File: config.mk
export PLATFORM = sky130hd
export DESIGN_NAME = oam_addr_unit
export DESIGN_NICKNAME = d
export VERILOG_FILES = /design/src/oam_pkg.sv /design/src/oam_addr_unit.sv /design/src/oam_disp_decode.sv
export VERILOG_INCLUDE_DIRS = /design/src
export SDC_FILE = /design/constraint.sdc
export NUM_CORES = 1
export LEC_CHECK = 0
export BUFFER_PORTS_ARGS = -buffer_cell sky130_fd_sc_hd__buf_2
export CAP_MARGIN = 10
export CORE_AREA = 8 8 275 277
export DETAILED_ROUTE_END_ITERATION = 8
export DIE_AREA = 0 0 283 285
export PLACE_DENSITY_LB_ADDON = 0.12
export SYNTH_ARGS = -nofsm -noshare
export SYNTH_HDL_FRONTEND = slang
export SYNTH_SLANG_ARGS = --single-unit
File: constraint.sdc
create_clock -name clk_sys -period 8.57 [get_ports clk_sys]
set_input_delay 1.714 -clock clk_sys [delete_from_list [all_inputs] [get_ports clk_sys]]
set_output_delay 1.714 -clock clk_sys [all_outputs]
set_load 0.05 [all_outputs]
File: src/oam_defs.svh
// constants for the operand address mode unit
`ifndef OAM_DEFS_SVH
`define OAM_DEFS_SVH

// ----------------------------------------------------------------
// widths
// ----------------------------------------------------------------
`define OAM_ADDR_W 24
`define OAM_DATA_W 32

// ----------------------------------------------------------------
// general addressing mode codes
// ----------------------------------------------------------------
`define OAM_M_MREL_FP 5'h10
`define OAM_M_RSVD 5'h13
`define OAM_M_IMM 5'h14
`define OAM_M_ABS 5'h15
`define OAM_M_EXT 5'h16
`define OAM_M_TOS 5'h17
`define OAM_M_IDX_HI 3'h7
`define OAM_M_MSPACE_HI 3'h6
`define OAM_M_MREL_HI 3'h4
`define OAM_M_REG_HI 2'h0
`define OAM_M_RREL_HI 2'h1

// ----------------------------------------------------------------
// displacement encoding and link table layout
// ----------------------------------------------------------------
`define OAM_DISP_LEN_1 3'h1
`define OAM_DISP_LEN_2 3'h2
`define OAM_DISP_LEN_4 3'h4
`define OAM_DISP_TAG_2 2'h2
`define OAM_LINK_SHIFT 2

// ----------------------------------------------------------------
// reset values
// ----------------------------------------------------------------
`define OAM_ADDR_RST 24'h000000
`define OAM_WORD_RST 32'h00000000

`endif

File: src/oam_pkg.sv
// types for the operand address mode unit
package oam_pkg;

    // gray coded along idle, request, wait, done
    typedef enum logic [1:0] {
        OAM_IDLE = 2'b00,
        OAM_PTR_REQ = 2'b01,
        OAM_PTR_WAIT = 2'b11,
        OAM_DONE = 2'b10
    } oam_state_type;

endpackage

File: src/oam_addr_unit.sv
// operand address mode unit: decodes a gen field and forms the operand address
`timescale 1ns/1ns
`include "oam_defs.svh"

module oam_addr_unit #(
    parameter int ADDR_W = `OAM_ADDR_W
) (
    input wire logic clk_sys,
    input wire logic rst_n,
    input wire logic start,
    input wire logic [4:0] mode_gen,
    input wire logic [7:0] index_byte,
    input wire logic [31:0] disp1_raw,
    input wire logic [31:0] disp2_raw,
    input wire logic [31:0] imm_value,
    input wire logic op_write,
    input wire logic aux_bank,
    input wire logic [3:0] op_size,
    input wire logic [7:0][31:0] general_register,
    input wire logic [31:0] program_counter,
    input wire logic [31:0] stack_pointer_zero,
    input wire logic [31:0] stack_pointer_one,
    input wire logic [31:0] static_base,
    input wire logic [31:0] frame_pointer,
    input wire logic [31:0] link_table_base,
    input wire logic stack_select,
    input wire logic mem_rd_ack,
    input wire logic [31:0] mem_rd_data,
    output oam_pkg::oam_state_type unit_state_ff,
    output logic mem_rd_req_ff,
    output logic [ADDR_W-1:0] mem_rd_addr_ff,
    output logic done_ff,
    output logic illegal_ff,
    output logic ea_valid_ff,
    output logic [ADDR_W-1:0] ea_ff,
    output logic reg_sel_ff,
    output logic reg_aux_ff,
    output logic [2:0] reg_num_ff,
    output logic imm_sel_ff,
    output logic [31:0] imm_data_ff,
    output logic sp_upd_ff,
    output logic sp_which_ff,
    output logic [31:0] sp_new_ff,
    output logic [2:0] disp1_len_ff,
    output logic [2:0] disp2_len_ff
);
    import oam_pkg::*;

    // ----------------------------------------------------------------
    // displacement decode
    // ----------------------------------------------------------------
    logic [31:0] disp1_val;
    logic [31:0] disp2_val;
    logic [2:0] disp1_len;
    logic [2:0] disp2_len;

    oam_disp_decode u_disp1 (
        .disp_raw(disp1_raw),
        .disp_value(disp1_val),
        .disp_len(disp1_len)
    );

    oam_disp_decode u_disp2 (
        .disp_raw(disp2_raw),
        .disp_value(disp2_val),
        .disp_len(disp2_len)
    );

    // ----------------------------------------------------------------
    // mode decode
    // ----------------------------------------------------------------
    wire scaled = mode_gen[4:2] == `OAM_M_IDX_HI;
    wire [4:0] base_mode = scaled ? index_byte[7:3] : mode_gen;
    wire [2:0] idx_reg = index_byte[2:0];
    wire [1:0] idx_scale = mode_gen[1:0];
    wire is_reg = base_mode[4:3] == `OAM_M_REG_HI;
    wire is_rrel = base_mode[4:3] == `OAM_M_RREL_HI;
    wire is_mrel = (base_mode[4:2] == `OAM_M_MREL_HI) && (base_mode != `OAM_M_RSVD);
    wire is_rsvd = base_mode == `OAM_M_RSVD;
    wire is_imm = base_mode == `OAM_M_IMM;
    wire is_abs = base_mode == `OAM_M_ABS;
    wire is_ext = base_mode == `OAM_M_EXT;
    wire is_tos = base_mode == `OAM_M_TOS;
    wire is_mspace = base_mode[4:2] == `OAM_M_MSPACE_HI;
    wire nested_idx = scaled && (base_mode[4:2] == `OAM_M_IDX_HI);
    wire needs_ptr = is_mrel || is_ext;

    // reserved code, immediate write, immediate or nested under index
    wire illegal = is_rsvd || (is_imm && (op_write || scaled)) || nested_idx;
    wire start_ok = start && (unit_state_ff == OAM_IDLE);

    // ----------------------------------------------------------------
    // base registers
    // ----------------------------------------------------------------
    wire [31:0] sel_sp = stack_select ? stack_pointer_one : stack_pointer_zero;
    // low two bits order fp, sp, sb, pc for memory space; memory relative uses only fp, sp, sb (its fourth code is reserved)
    wire [31:0] mspace_base = base_mode[1] ?
                              (base_mode[0] ? program_counter : static_base) :
                              (base_mode[0] ? sel_sp : frame_pointer);
    wire [31:0] rrel_base = general_register[base_mode[2:0]];
    wire [31:0] idx_term = scaled ? (general_register[idx_reg] << idx_scale) : 32'h00000000;

    // ----------------------------------------------------------------
    // top of stack: push pre-decrements, pop post-increments
    // ----------------------------------------------------------------
    wire [31:0] size_ext = {28'h0000000, op_size};
    wire [31:0] sp_push = sel_sp - size_ext;
    wire [31:0] sp_pop = sel_sp + size_ext;
    wire [31:0] tos_addr = op_write ? sp_push : sel_sp;
    wire [31:0] tos_new = op_write ? sp_push : sp_pop;

    // ----------------------------------------------------------------
    // address sums, full 32 bits then cut to the physical width
    // ----------------------------------------------------------------
    wire [31:0] rrel_sum = rrel_base + disp1_val;
    wire [31:0] mspace_sum = mspace_base + disp1_val;
    wire [31:0] direct_sum = is_rrel ? rrel_sum :
                             is_mspace ? mspace_sum :
                             is_abs ? disp1_val :
                             is_tos ? tos_addr : 32'h00000000;
    wire [31:0] direct_full = direct_sum + idx_term;
    wire [ADDR_W-1:0] direct_ea = direct_full[ADDR_W-1:0];
    wire [ADDR_W-1:0] disp1_ea = disp1_val[ADDR_W-1:0];
    wire [ADDR_W-1:0] rrel_ea = rrel_sum[ADDR_W-1:0];
    // link table entries are one double word each
    wire [31:0] link_addr = link_table_base + (disp1_val << `OAM_LINK_SHIFT);
    wire [31:0] ptr_full = is_ext ? link_addr : mspace_sum;
    wire [ADDR_W-1:0] ptr_addr = ptr_full[ADDR_W-1:0];

    // pointer result uses the second displacement and index held from start
    logic [31:0] disp2_hold_ff;
    logic [31:0] idx_hold_ff;
    wire [31:0] ptr_sum = mem_rd_data + disp2_hold_ff + idx_hold_ff;
    wire [ADDR_W-1:0] ptr_ea = ptr_sum[ADDR_W-1:0];
    wire ptr_taken = (unit_state_ff == OAM_PTR_WAIT) && mem_rd_ack;

    // ----------------------------------------------------------------
    // state machine
    // ----------------------------------------------------------------
    oam_state_type nxt_state;

    always_comb begin
        case (unit_state_ff)
            OAM_IDLE: nxt_state = !start_ok ? OAM_IDLE :
                                  ((needs_ptr && !illegal) ? OAM_PTR_REQ : OAM_DONE);
            OAM_PTR_REQ: nxt_state = OAM_PTR_WAIT;
            OAM_PTR_WAIT: nxt_state = mem_rd_ack ? OAM_DONE : OAM_PTR_WAIT;
            OAM_DONE: nxt_state = OAM_IDLE;
            default: nxt_state = OAM_IDLE;
        endcase
    end

    always_ff @(posedge clk_sys) begin
        if (!rst_n) begin
            unit_state_ff <= OAM_IDLE;
        end else begin
            unit_state_ff <= nxt_state;
        end
    end

    // ----------------------------------------------------------------
    // pointer read port, request held until acknowledged
    // ----------------------------------------------------------------
    wire nxt_rd_req = (start_ok && needs_ptr && !illegal) || (mem_rd_req_ff && !mem_rd_ack);

    always_ff @(posedge clk_sys) begin
        if (!rst_n) begin
            mem_rd_req_ff <= 1'b0;
            mem_rd_addr_ff <= `OAM_ADDR_RST;
        end else begin
            mem_rd_req_ff <= nxt_rd_req;
            if (start_ok) begin
                mem_rd_addr_ff <= ptr_addr;
            end
        end
    end

    // sampled when start is accepted, so later register changes do not leak in
    always_ff @(posedge clk_sys) begin
        if (!rst_n) begin
            disp2_hold_ff <= `OAM_WORD_RST;
            idx_hold_ff <= `OAM_WORD_RST;
        end else if (start_ok) begin
            disp2_hold_ff <= disp2_val;
            idx_hold_ff <= idx_term;
        end
    end

    // ----------------------------------------------------------------
    // completion and result outputs
    // ----------------------------------------------------------------
    wire direct_done = start_ok && !(needs_ptr && !illegal);
    wire nxt_done = direct_done || ptr_taken;

    always_ff @(posedge clk_sys) begin
        if (!rst_n) begin
            done_ff <= 1'b0;
            illegal_ff <= 1'b0;
            ea_valid_ff <= 1'b0;
            ea_ff <= `OAM_ADDR_RST;
        end else begin
            done_ff <= nxt_done;
            if (direct_done) begin
                illegal_ff <= illegal;
                ea_valid_ff <= !illegal && !is_reg && !is_imm;
                ea_ff <= direct_ea;
            end else if (ptr_taken) begin
                illegal_ff <= 1'b0;
                ea_valid_ff <= 1'b1;
                ea_ff <= ptr_ea;
            end
        end
    end

    always_ff @(posedge clk_sys) begin
        if (!rst_n) begin
            reg_sel_ff <= 1'b0;
            reg_aux_ff <= 1'b0;
            reg_num_ff <= 3'h0;
            imm_sel_ff <= 1'b0;
            imm_data_ff <= `OAM_WORD_RST;
        end else if (start_ok) begin
            reg_sel_ff <= is_reg && !scaled;
            reg_aux_ff <= is_reg && !scaled && aux_bank;
            reg_num_ff <= base_mode[2:0];
            imm_sel_ff <= is_imm && !illegal;
            imm_data_ff <= imm_value;
        end
    end

    // stack pointer write-back only for a legal top-of-stack operand
    always_ff @(posedge clk_sys) begin
        if (!rst_n) begin
            sp_upd_ff <= 1'b0;
            sp_which_ff <= 1'b0;
            sp_new_ff <= `OAM_WORD_RST;
        end else begin
            sp_upd_ff <= direct_done && is_tos && !illegal;
            if (start_ok) begin
                sp_which_ff <= stack_select;
                sp_new_ff <= tos_new;
            end
        end
    end

    always_ff @(posedge clk_sys) begin
        if (!rst_n) begin
            disp1_len_ff <= 3'h0;
            disp2_len_ff <= 3'h0;
        end else if (start_ok) begin
            disp1_len_ff <= disp1_len;
            disp2_len_ff <= disp2_len;
        end
    end
endmodule // oam_addr_unit

File: src/oam_disp_decode.sv
// displacement length and sign decoder
`timescale 1ns/1ns
`include "oam_defs.svh"

module oam_disp_decode (
    input wire logic [31:0] disp_raw,
    output logic [31:0] disp_value,
    output logic [2:0] disp_len
);
    // ----------------------------------------------------------------
    // length from the top bits of the first byte, msb first
    // ----------------------------------------------------------------
    wire is_one = ~disp_raw[31];
    wire is_two = disp_raw[31:30] == `OAM_DISP_TAG_2;
    wire [31:0] val_one = {{25{disp_raw[30]}}, disp_raw[30:24]};
    wire [31:0] val_two = {{18{disp_raw[29]}}, disp_raw[29:16]};
    wire [31:0] val_four = {{2{disp_raw[29]}}, disp_raw[29:0]};

    assign disp_value = is_one ? val_one : (is_two ? val_two : val_four);
    assign disp_len = is_one ? `OAM_DISP_LEN_1 :
                      (is_two ? `OAM_DISP_LEN_2 : `OAM_DISP_LEN_4);

endmodule // oam_disp_decode

After elaboration in Yosys (flattened, before gate mapping)
Index checks and enable logic that the tools add are counted.
Cells by class
  div/mod/pow operators: 0
  muxes and demuxes: 35
  $lt $le $gt $ge: 2
  reduce and logical (&&, ||, !) cells: 32
  multiply operators: 0
  shift operators: 1
  eq/ne operators: 16
  add/subtract/negate cells: 8
  bitwise operators: 0
Operator list (number)
  $mux 24: 17
  $bmux 32 s3: 2
  $add 24x24->24: 6
  $mux 32: 3
  $add 32x4->32: 1
  $shl 32x2->24: 1
  $sub 32x4->32: 1
  $eq 5x5->1 const B: 5
  $logic_and 1x1->1: 17
  $eq 3x3->1 const B: 4
  $mux 3: 4
  $eq 2x2->1 const B: 4
  $lt 3x4->1 const B: 2
  $pmux 2 s4: 1
  $logic_not 1->1: 6
  $logic_or 1x1->1: 6
  $mux 1: 5
  $mux 5: 1
  $ne 5x5->1 const B: 1
  $eq 2x1->1 const B: 2
  $logic_not 2->1: 2
  $mux 2: 2
  $reduce_bool 2->1: 1
Storage, ports and cells
  bits in read-only memories: 0
  memory bits (writable): 0
  input port bits: 600
  word-level logic and storage cells: 113
  memories: 0
  bits in registers: 180
  output and inout bits: 132
  latch bits: 0

Longest topological paths before layout
Gate-level depths: netlist (run 1).
  depth in word-level cells: 12
  gate-level depth with buffers: 33
  depth with buffers taken out: 28

By module
A second synthesis (run 1) with hierarchy kept.
Second synthesis, totals
  cells, all modules: 2568
  area total of the unflattened synthesis: 20078.0 sq um
By module, submodules not included
  oam_addr_unit: area each 19152.1 sq um, cells each 2428, seq. area each 3603.5 sq um, times used 1
  oam_disp_decode: area each 462.9 sq um, cells each 70, seq. area each 0.0 sq um, times used 2

Worst setup path before layout (run 1)
Ideal clock, no wire load.
  path type: input -> register
  start point: input port mode_gen[4]
  end point: register ea_ff[23]
  arrival time: 8.019 ns
  data required time: 8.443 ns
  buffers on the path: 5
  slack: 0.424 ns
  library setup time: 0.127 ns
  stages on the path: 33
  cells stage by stage: clkbuf_1 > and3_1 > buf_2 > mux2i_1 > clkbuf_1 > clkbuf_1 > clkbuf_1 > nand2_1 > o211ai_1 > o21ai_0 > ha_1 > fa_1 > and3_1 > o221a_2 > o21ai_0 > a21boi_0 > o21a_1 > o21a_1 > nor2_1 > xnor2_1 > a22oi_1 > o21ai_0 > ha_1 > a21oi_1 > nand2_1 > or3_1 > o21ai_0 > o21a_1 > o31ai_1 > o41ai_1 > nor3_1 > mux2i_1 > o21ai_1
On the way
  cells in the longest elaborated chain, start to end: 11
  elaborated cells on any way between the ends: 38
  those cells by class: 3 x add/sub; 11 x eq/ne; 12 x mux; 12 x reduce/logical
Ends and longest elaborated chain
  start, declared: line oam_addr_unit.sv:11  | input wire logic [4:0] mode_gen,
  branches (longest 11 deep; another with $add 24x24->24)
  end signal, assigned: line oam_addr_unit.sv:200  | ea_ff <= `OAM_ADDR_RST;
  end signal, assigned: line oam_addr_unit.sv:206  | ea_ff <= direct_ea;
  end signal, assigned: line oam_addr_unit.sv:210  | ea_ff <= ptr_ea;
  end, declared: line oam_addr_unit.sv:35  | output logic [ADDR_W-1:0] ea_ff,
Parallel ways; which one is timed is not known. The select of a mux whose other input is x is not followed.
A chain may end at the register's enable or synchronous reset.

Worst setup path in the final report (run 1)
Ends and elaborated chain as after synthesis.

==> flow_summary.yaml, run 1 <==
floorplanning:
  rows: 98
  coreArea_mm2: 0.0710
  die_h_um: 285
  pin_count: 732
  chipWidth_um: 283
  dieArea_mm2: 0.0807
  start_util_pct: 27.8
timing:
  worst_slew_pin_slew_ns: 1.18
  maxSlewHeadroom_pct: 20.4
  finalSetupViolations: 0
  grt_setup_unrepaired: "no"
  period_share_pct: 94.0
  slew_violations: 0
  fin_ws_ns: 0.517
  hold_viol: 0
  fin_skew_ns: 0.0257
  fmax_ghz: 0.124
  period_needed_ns: 8.05
  tns_ns: 0
yosys:
  synth_fa_ha_area_share_pct: 10.9
  synth_mux_area_share_pct: 13.2
  synthTopCellsByCount: "nand2_1 (520), a21oi_1 (232), nor2_1 (200)"
  ys_ff_latch: 180
  synth_top_area_share_pct: 18.2
  synth.distinct_cells: 87
  netlist_top_cells_area: "dfxtp_1 (18%), nand2_1 (9.9%), ha_1 (7.9%)"
  syn_nets: 3435
  synth_xor_area_share_pct: 6.30
  seq_area_frac_synth_pct: 18.2
  synthArstFlopShare_pct: 0
  synth-compound-area-share_pct: 23.4
  synth-simple-area-share_pct: 23.5
  avgSynthCellArea_um2: 7.37
  ys_warn_count: 0
  synth_top_area_cell: "dfxtp_1"
  synth_top_family_by_area: "simple AND/OR/NAND/NOR gates"
  synth-main-ff-cell: "dfxtp_1"
  yosysMostFrequentCell: "nand2_1"
  synth_edf_count: 0
  syn_inst: 2681
  syn-cell-area_mm2: 0.0198
detailed_routing:
  first_pass_iters: 6
  drt_iter0_markers: 1811
  drc: 0
  wl_mm: 108
  wire_per_inst_um: 25.3
  vias: 22704
  viasPerCell: 5.34
  drt.antenna.violating_nets: 0
worst_setup_path:
  worstPathRequired_ns: 8.91
  worstPathMaxFanout: 19
  slowest_stage: "ha_1"
  worst-setup-path-type: "in2reg"
  worst_path_most_repeated_cell: "o21ai_0"
  critical_path.endpoint_type: "flip-flop"
  startpoint_type: "input port"
  arrival_ns: 8.39
  cpPeakStageDelay_ns: 0.44
clock_tree:
  cts-hold-fix-buffers: 0
  post_cts_buffers: 0
  numCtsBuffers: 17
  cts_buffer_depth: 2
  cts_tree: "done"
  ctsResizeCount: 0
  htreeDepth: 4
  cts.sinks: 180
  clock_latency_ns: 0.49
  root_buffer: "clkbuf_16"
  clk_pin_slew_ns: 0.09
placed_design:
  port_buffers: 627
  gp_congestion: 0.929
  dpl_cell_area_mm2: 0.0244
  dp_cells: 4199
  post-place-ws_ns: -0.0868
  dp_hpwl_mm: 88.7
power:
  seqPwrFrac_pct: 24.6
  clockPowerShare_pct: 22.4
  p_comb_share_pct: 53.1
  p_leak_uw: 0.0114
  p_int_uw: 2080
  powerDensity_mw_per_mm2: 156
  ir_worst_vdd_uv: 126
  switching_share_pct: 46.7
  p_switching_uw: 1820
run:
  cap_violations: 0
layout:
  nFillCells: 7718
  area_growth_pct: 26.7
  stdcell_count: 4248
  drive_gt1_share_pct: 27.6
  nets: 4022
  final_cell_area_mm2: 0.0250
grt:
  grt_max_degree: 164
  grt_pass1_wl_mm: 155
  antenna_found_initial: 25
  grt_pass1_vias: 22580
  gr-usage-all-layers_pct: 25.4
  gr-total-overflow: 0
status:
  status: "complete, no violations"
min_path:
  min_path_type: "reg2reg"
power groups by stage:
| stage | combinational (uW) | sequential, uW | clock (uW) |
|---|---|---|---|
| after floorplan | 1090 | 1180 | 0 |
| after global placement | 2040 | 977 | 0 |
| after detailed placement | 2050 | 978 | 0 |
| after CTS | 2070 | 959 | 903 |
| after global routing | 2240 | 968 | 936 |
| final | 2070 | 959 | 873 |
kinds of logic after synthesis:
logic type                 Yosys count
xor gates and xnor gates           142
adders and majority gates          154
and+or+nand+nor                   1055
muxes                              192
buffers and inverters              222
DFF                                180
AOI/OAI and AO/OA                  736
final timing paths:
kind                    start           end  slack, ns  cells after the start
max               mode_gen[4]     ea_ff[23]       0.52                     31
min              sp_new_ff[3]  sp_new_ff[3]       0.45                      2
max reg2reg  disp2_hold_ff[1]     ea_ff[23]       5.09                     14
min reg2reg      sp_new_ff[3]  sp_new_ff[3]       0.45                      2
cell type report:
cell class                 count  area (um^2)  area share, %
multi-input combinational   2279        15300           61.3
clock inverter                15          204          0.815
timing repair buffer         739         4030           16.1
inverter                      51          194          0.775
clock buffer                  17          425           1.70
antenna                       17         42.5          0.170
sequential                   180         3600           14.4
tap                          950         1190           4.75
per-stage QoR:
stage,utilization [%],hold slack [ns],power [uW]
6_report,35.3,0.452,3900
5_1_grt,35.3,0.472,4140
4_1_cts,35.2,0.455,3930
3_5_place_dp,34.3,0.442,3030
3_3_place_gp,34.3,0.437,3020
2_1_floorplan,-,0.436,2270
critical path, delay by kind of cell:
family	cells	cell delay, ns
multiplexers	2	0.52
adder cells (fa/ha/maj)	2	0.86
AND/OR/NAND/NOR	6	1.15
buffers and inverters	4	0.75
AO/OA/AOI/OAI	16	3.26
XOR/XNOR	1	0.13
flip-flops by register name, summed over array words and instances, names as in the netlist, 2 cells and up:
register	flops
disp2_hold_ff	24
mem_rd_addr_ff	24
ea_ff	24
disp1_len_ff	3
idx_hold_ff	24
reg_num_ff	3
imm_data_ff	32
unit_state_ff	2
sp_new_ff	32
disp2_len_ff	3
per-layer routing:
| metal | GRT usage, % | share of wire [%] | up-vias |
|---|---|---|---|
| met2 | 42.5 | 47 | 737 |
| met1 | 33.4 | 45 | 10966 |
| met3 | 4.23 | 5.1 | 104 |
| met5 | 0 | 0.050 | - |
| met4 | 7.56 | 2.6 | 10 |
| li1 | - | - | 10887 |
layout by cell type, fill, tap and decap left out, types with 10 or more instances in the layout:
master / count
and2_1: 10
fa_1: 30
dfxtp_1: 180
diode_2: 17
a211oi_1: 45
nor2b_1: 11
mux2_2: 46
ha_1: 124
o31ai_1: 10
o21ai_0: 161
and3_1: 12
o21bai_1: 16
clkbuf_16: 17
nor2_1: 199
nand2_1: 519
or3_1: 21
nand2b_1: 18
buf_2: 626
mux4_2: 48
mux2i_1: 90
a21o_1: 47
nor3_1: 37
a22oi_1: 20
xor2_1: 48
nand3_1: 163
inv_1: 50
o211ai_1: 45
a311oi_1: 14
o21a_1: 31
a21oi_1: 232
a31oi_1: 32
xnor2_1: 94
buf_4: 109
(Power assumes the default switching activity.)
==> inputs of run 2 (changes only) <==
Settings changed: PLACE_DENSITY_LB_ADDON 0.12 to unset.
==> run 2 against run 1 <==
Effect of this change:
- routed wire length shrank 5.2%
- clock power fell by 2%
- global-route usage decreased by 1.7 points
- highest routed layer unchanged
- critical path type unchanged
==> flow_summary.yaml, run 2 (synthesis results as in run 1) <==
placed_design:
  gp_congestion: 0.937
  port_buffers: 627
  dp_hpwl_mm: 84.6
power:
  ir_worst_vdd_uv: 100
  p_int_uw: 2070
  switching_share_pct: 46.5
  p_total_uw: 3870
  powerDensity_mw_per_mm2: 155
  p_switching_uw: 1800
  clockPowerShare_pct: 22.1
  p_leak_uw: 0.0114
  seqPwrFrac_pct: 24.8
  p_comb_share_pct: 53.1
timing:
  whs_ns: 0.453
  period_share_pct: 92.1
  period_needed_ns: 7.89
  slew_violations: 0
  grt_setup_unrepaired: "no"
  worst_slew_pin_slew_ns: 1.11
  fmax_ghz: 0.127
  tns_ns: 0
  finalSetupViolations: 0
  hold_viol: 0
  fin_skew_ns: 0.0245
  maxSlewHeadroom_pct: 25.1
layout:
  top_regs: "imm_data_ff x32, sp_new_ff x32"
  drive_gt1_share_pct: 27.6
  nFillCells: 7674
  area_growth_pct: 26.6
  nets: 4022
  final_common_cell: "buf_2"
  final_cell_mix: "buf_2 (626), nand2_1 (519), a21oi_1 (232)"
worst_setup_path:
  worstPathMaxFanout: 46
  startpoint_type: "input port"
  worst-setup-path-type: "in2reg"
  critical_path.endpoint_type: "flip-flop"
  worstPathRequired_ns: 8.89
  arrival_ns: 8.21
clock_tree:
  numCtsBuffers: 17
  cts_tree: "done"
  cts-hold-fix-buffers: 0
  clock_latency_ns: 0.48
  ctsResizeCount: 0
  clk_pin_slew_ns: 0.08
  htreeDepth: 4
  post_cts_buffers: 0
  cts.sinks: 180
  cts_buffer_depth: 2
  root_buffer: "clkbuf_16"
status:
  status: "complete, no violations"
grt:
  grt_pass1_vias: 21779
  gr-usage-all-layers_pct: 23.8
  grt_pass1_wl_mm: 146
  gr-total-overflow: 0
  grt_max_degree: 106
  antenna_found_initial: 39
min_path:
  min_path_type: "reg2reg"
floorplanning:
  start_util_pct: 27.8
  dieArea_mm2: 0.0807
  coreArea_mm2: 0.0710
  rows: 98
  chipWidth_um: 283
  die_h_um: 285
  pin_count: 732
detailed_routing:
  vias: 22861
  wl_mm: 102
  drt.antenna.violating_nets: 0
  drt_iter0_markers: 2074
  first_pass_iters: 7
  viasPerCell: 5.38
  wire_per_inst_um: 24.0
  drc: 0
run:
  cap_violations: 0
run 2: cell types whose count changed in the layout (fill, tap and decap cells not counted), sizes merged:
cell and change:
clkinv -2, diode +2, inv +1, clkinvlp +1
run 2: per-layer routing:
layer | wire length [um] | part of all wire [%] | up-vias | track usage, %
met2 | 47500 | 47 | 1020 | 38.9
met3 | 7770 | 7.6 | 125 | 4.75
met1 | 44300 | 43 | 10810 | 31.9
met5 | 125 | 0.12 | - | 0
met4 | 2290 | 2.2 | 20 | 5.87
li1 | - | - | 10886 | -
run 2: area by class of cell:
cell class	instances	area [um^2]	area share (%)
Antenna cell	19	47.5	0.190
Clock buffer	17	425	1.70
Clock inverter	15	183	0.731
Inverter	51	194	0.776
Multi-Input combinational cell	2279	15300	61.3
Sequential cell	180	3600	14.4
Tap cell	950	1190	4.75
Timing Repair Buffer	739	4030	16.1
run 2: worst paths after layout:
kind                          from              end  slack, ns  depth (start not counted)
hold reg to reg    imm_data_ff[25]  imm_data_ff[25]       0.45                          2
hold / removal     imm_data_ff[25]  imm_data_ff[25]       0.45                          2
setup reg to reg  disp2_hold_ff[0]        ea_ff[23]       5.05                         16
setup / recovery       mode_gen[4]        ea_ff[23]       0.68                         27
run 2: power by group through the flow:
stage / combinational, uW / sequential [uW] / clock (uW)
after CTS: 2040 / 959 / 869
after detailed placement: 2030 / 978 / 0
after floorplan: 1090 / 1180 / 0
after global placement: 2020 / 976 / 0
after global routing: 2210 / 967 / 901
final: 2060 / 959 / 855
run 2: worst max-delay path, stage by stage:
cell	delay, ns
buf_2	0.09
and3_1	0.39
mux2i_4	0.50
buf_12	0.30
buf_4	0.32
nand2_1	0.10
nand3_1	0.08
nand2_1	0.07
o21ai_0	0.45
ha_1	0.31
o21ai_0	0.14
a221oi_1	0.32
nand2_1	0.15
o41ai_1	0.61
nor4b_1	0.17
o31ai_1	0.48
xor2_1	0.17
a22oi_1	0.17
nand2_1	0.17
ha_1	0.35
nand2_1	0.10
a2bb2oi_1	0.16
o31ai_1	0.13
o41ai_1	0.43
nor3_1	0.08
mux2i_1	0.14
o21ai_1	0.07
run 2: per-stage QoR:
| stage | util, % | setup slack [ns] | std cells | area, um^2 |
|---|---|---|---|---|
| global route | 35.2 | 0.212 | 4248 | 25000 |
| finish | 35.2 | 0.679 | 4250 | 25000 |
| CTS | 35.2 | 0.778 | 4231 | 25000 |
| floorplan | - | 0.424 | 2681 | 19800 |
| global placement | 34.3 | 0.349 | 4199 | 24300 |
| detailed placement | 34.3 | 0.329 | 4199 | 24300 |
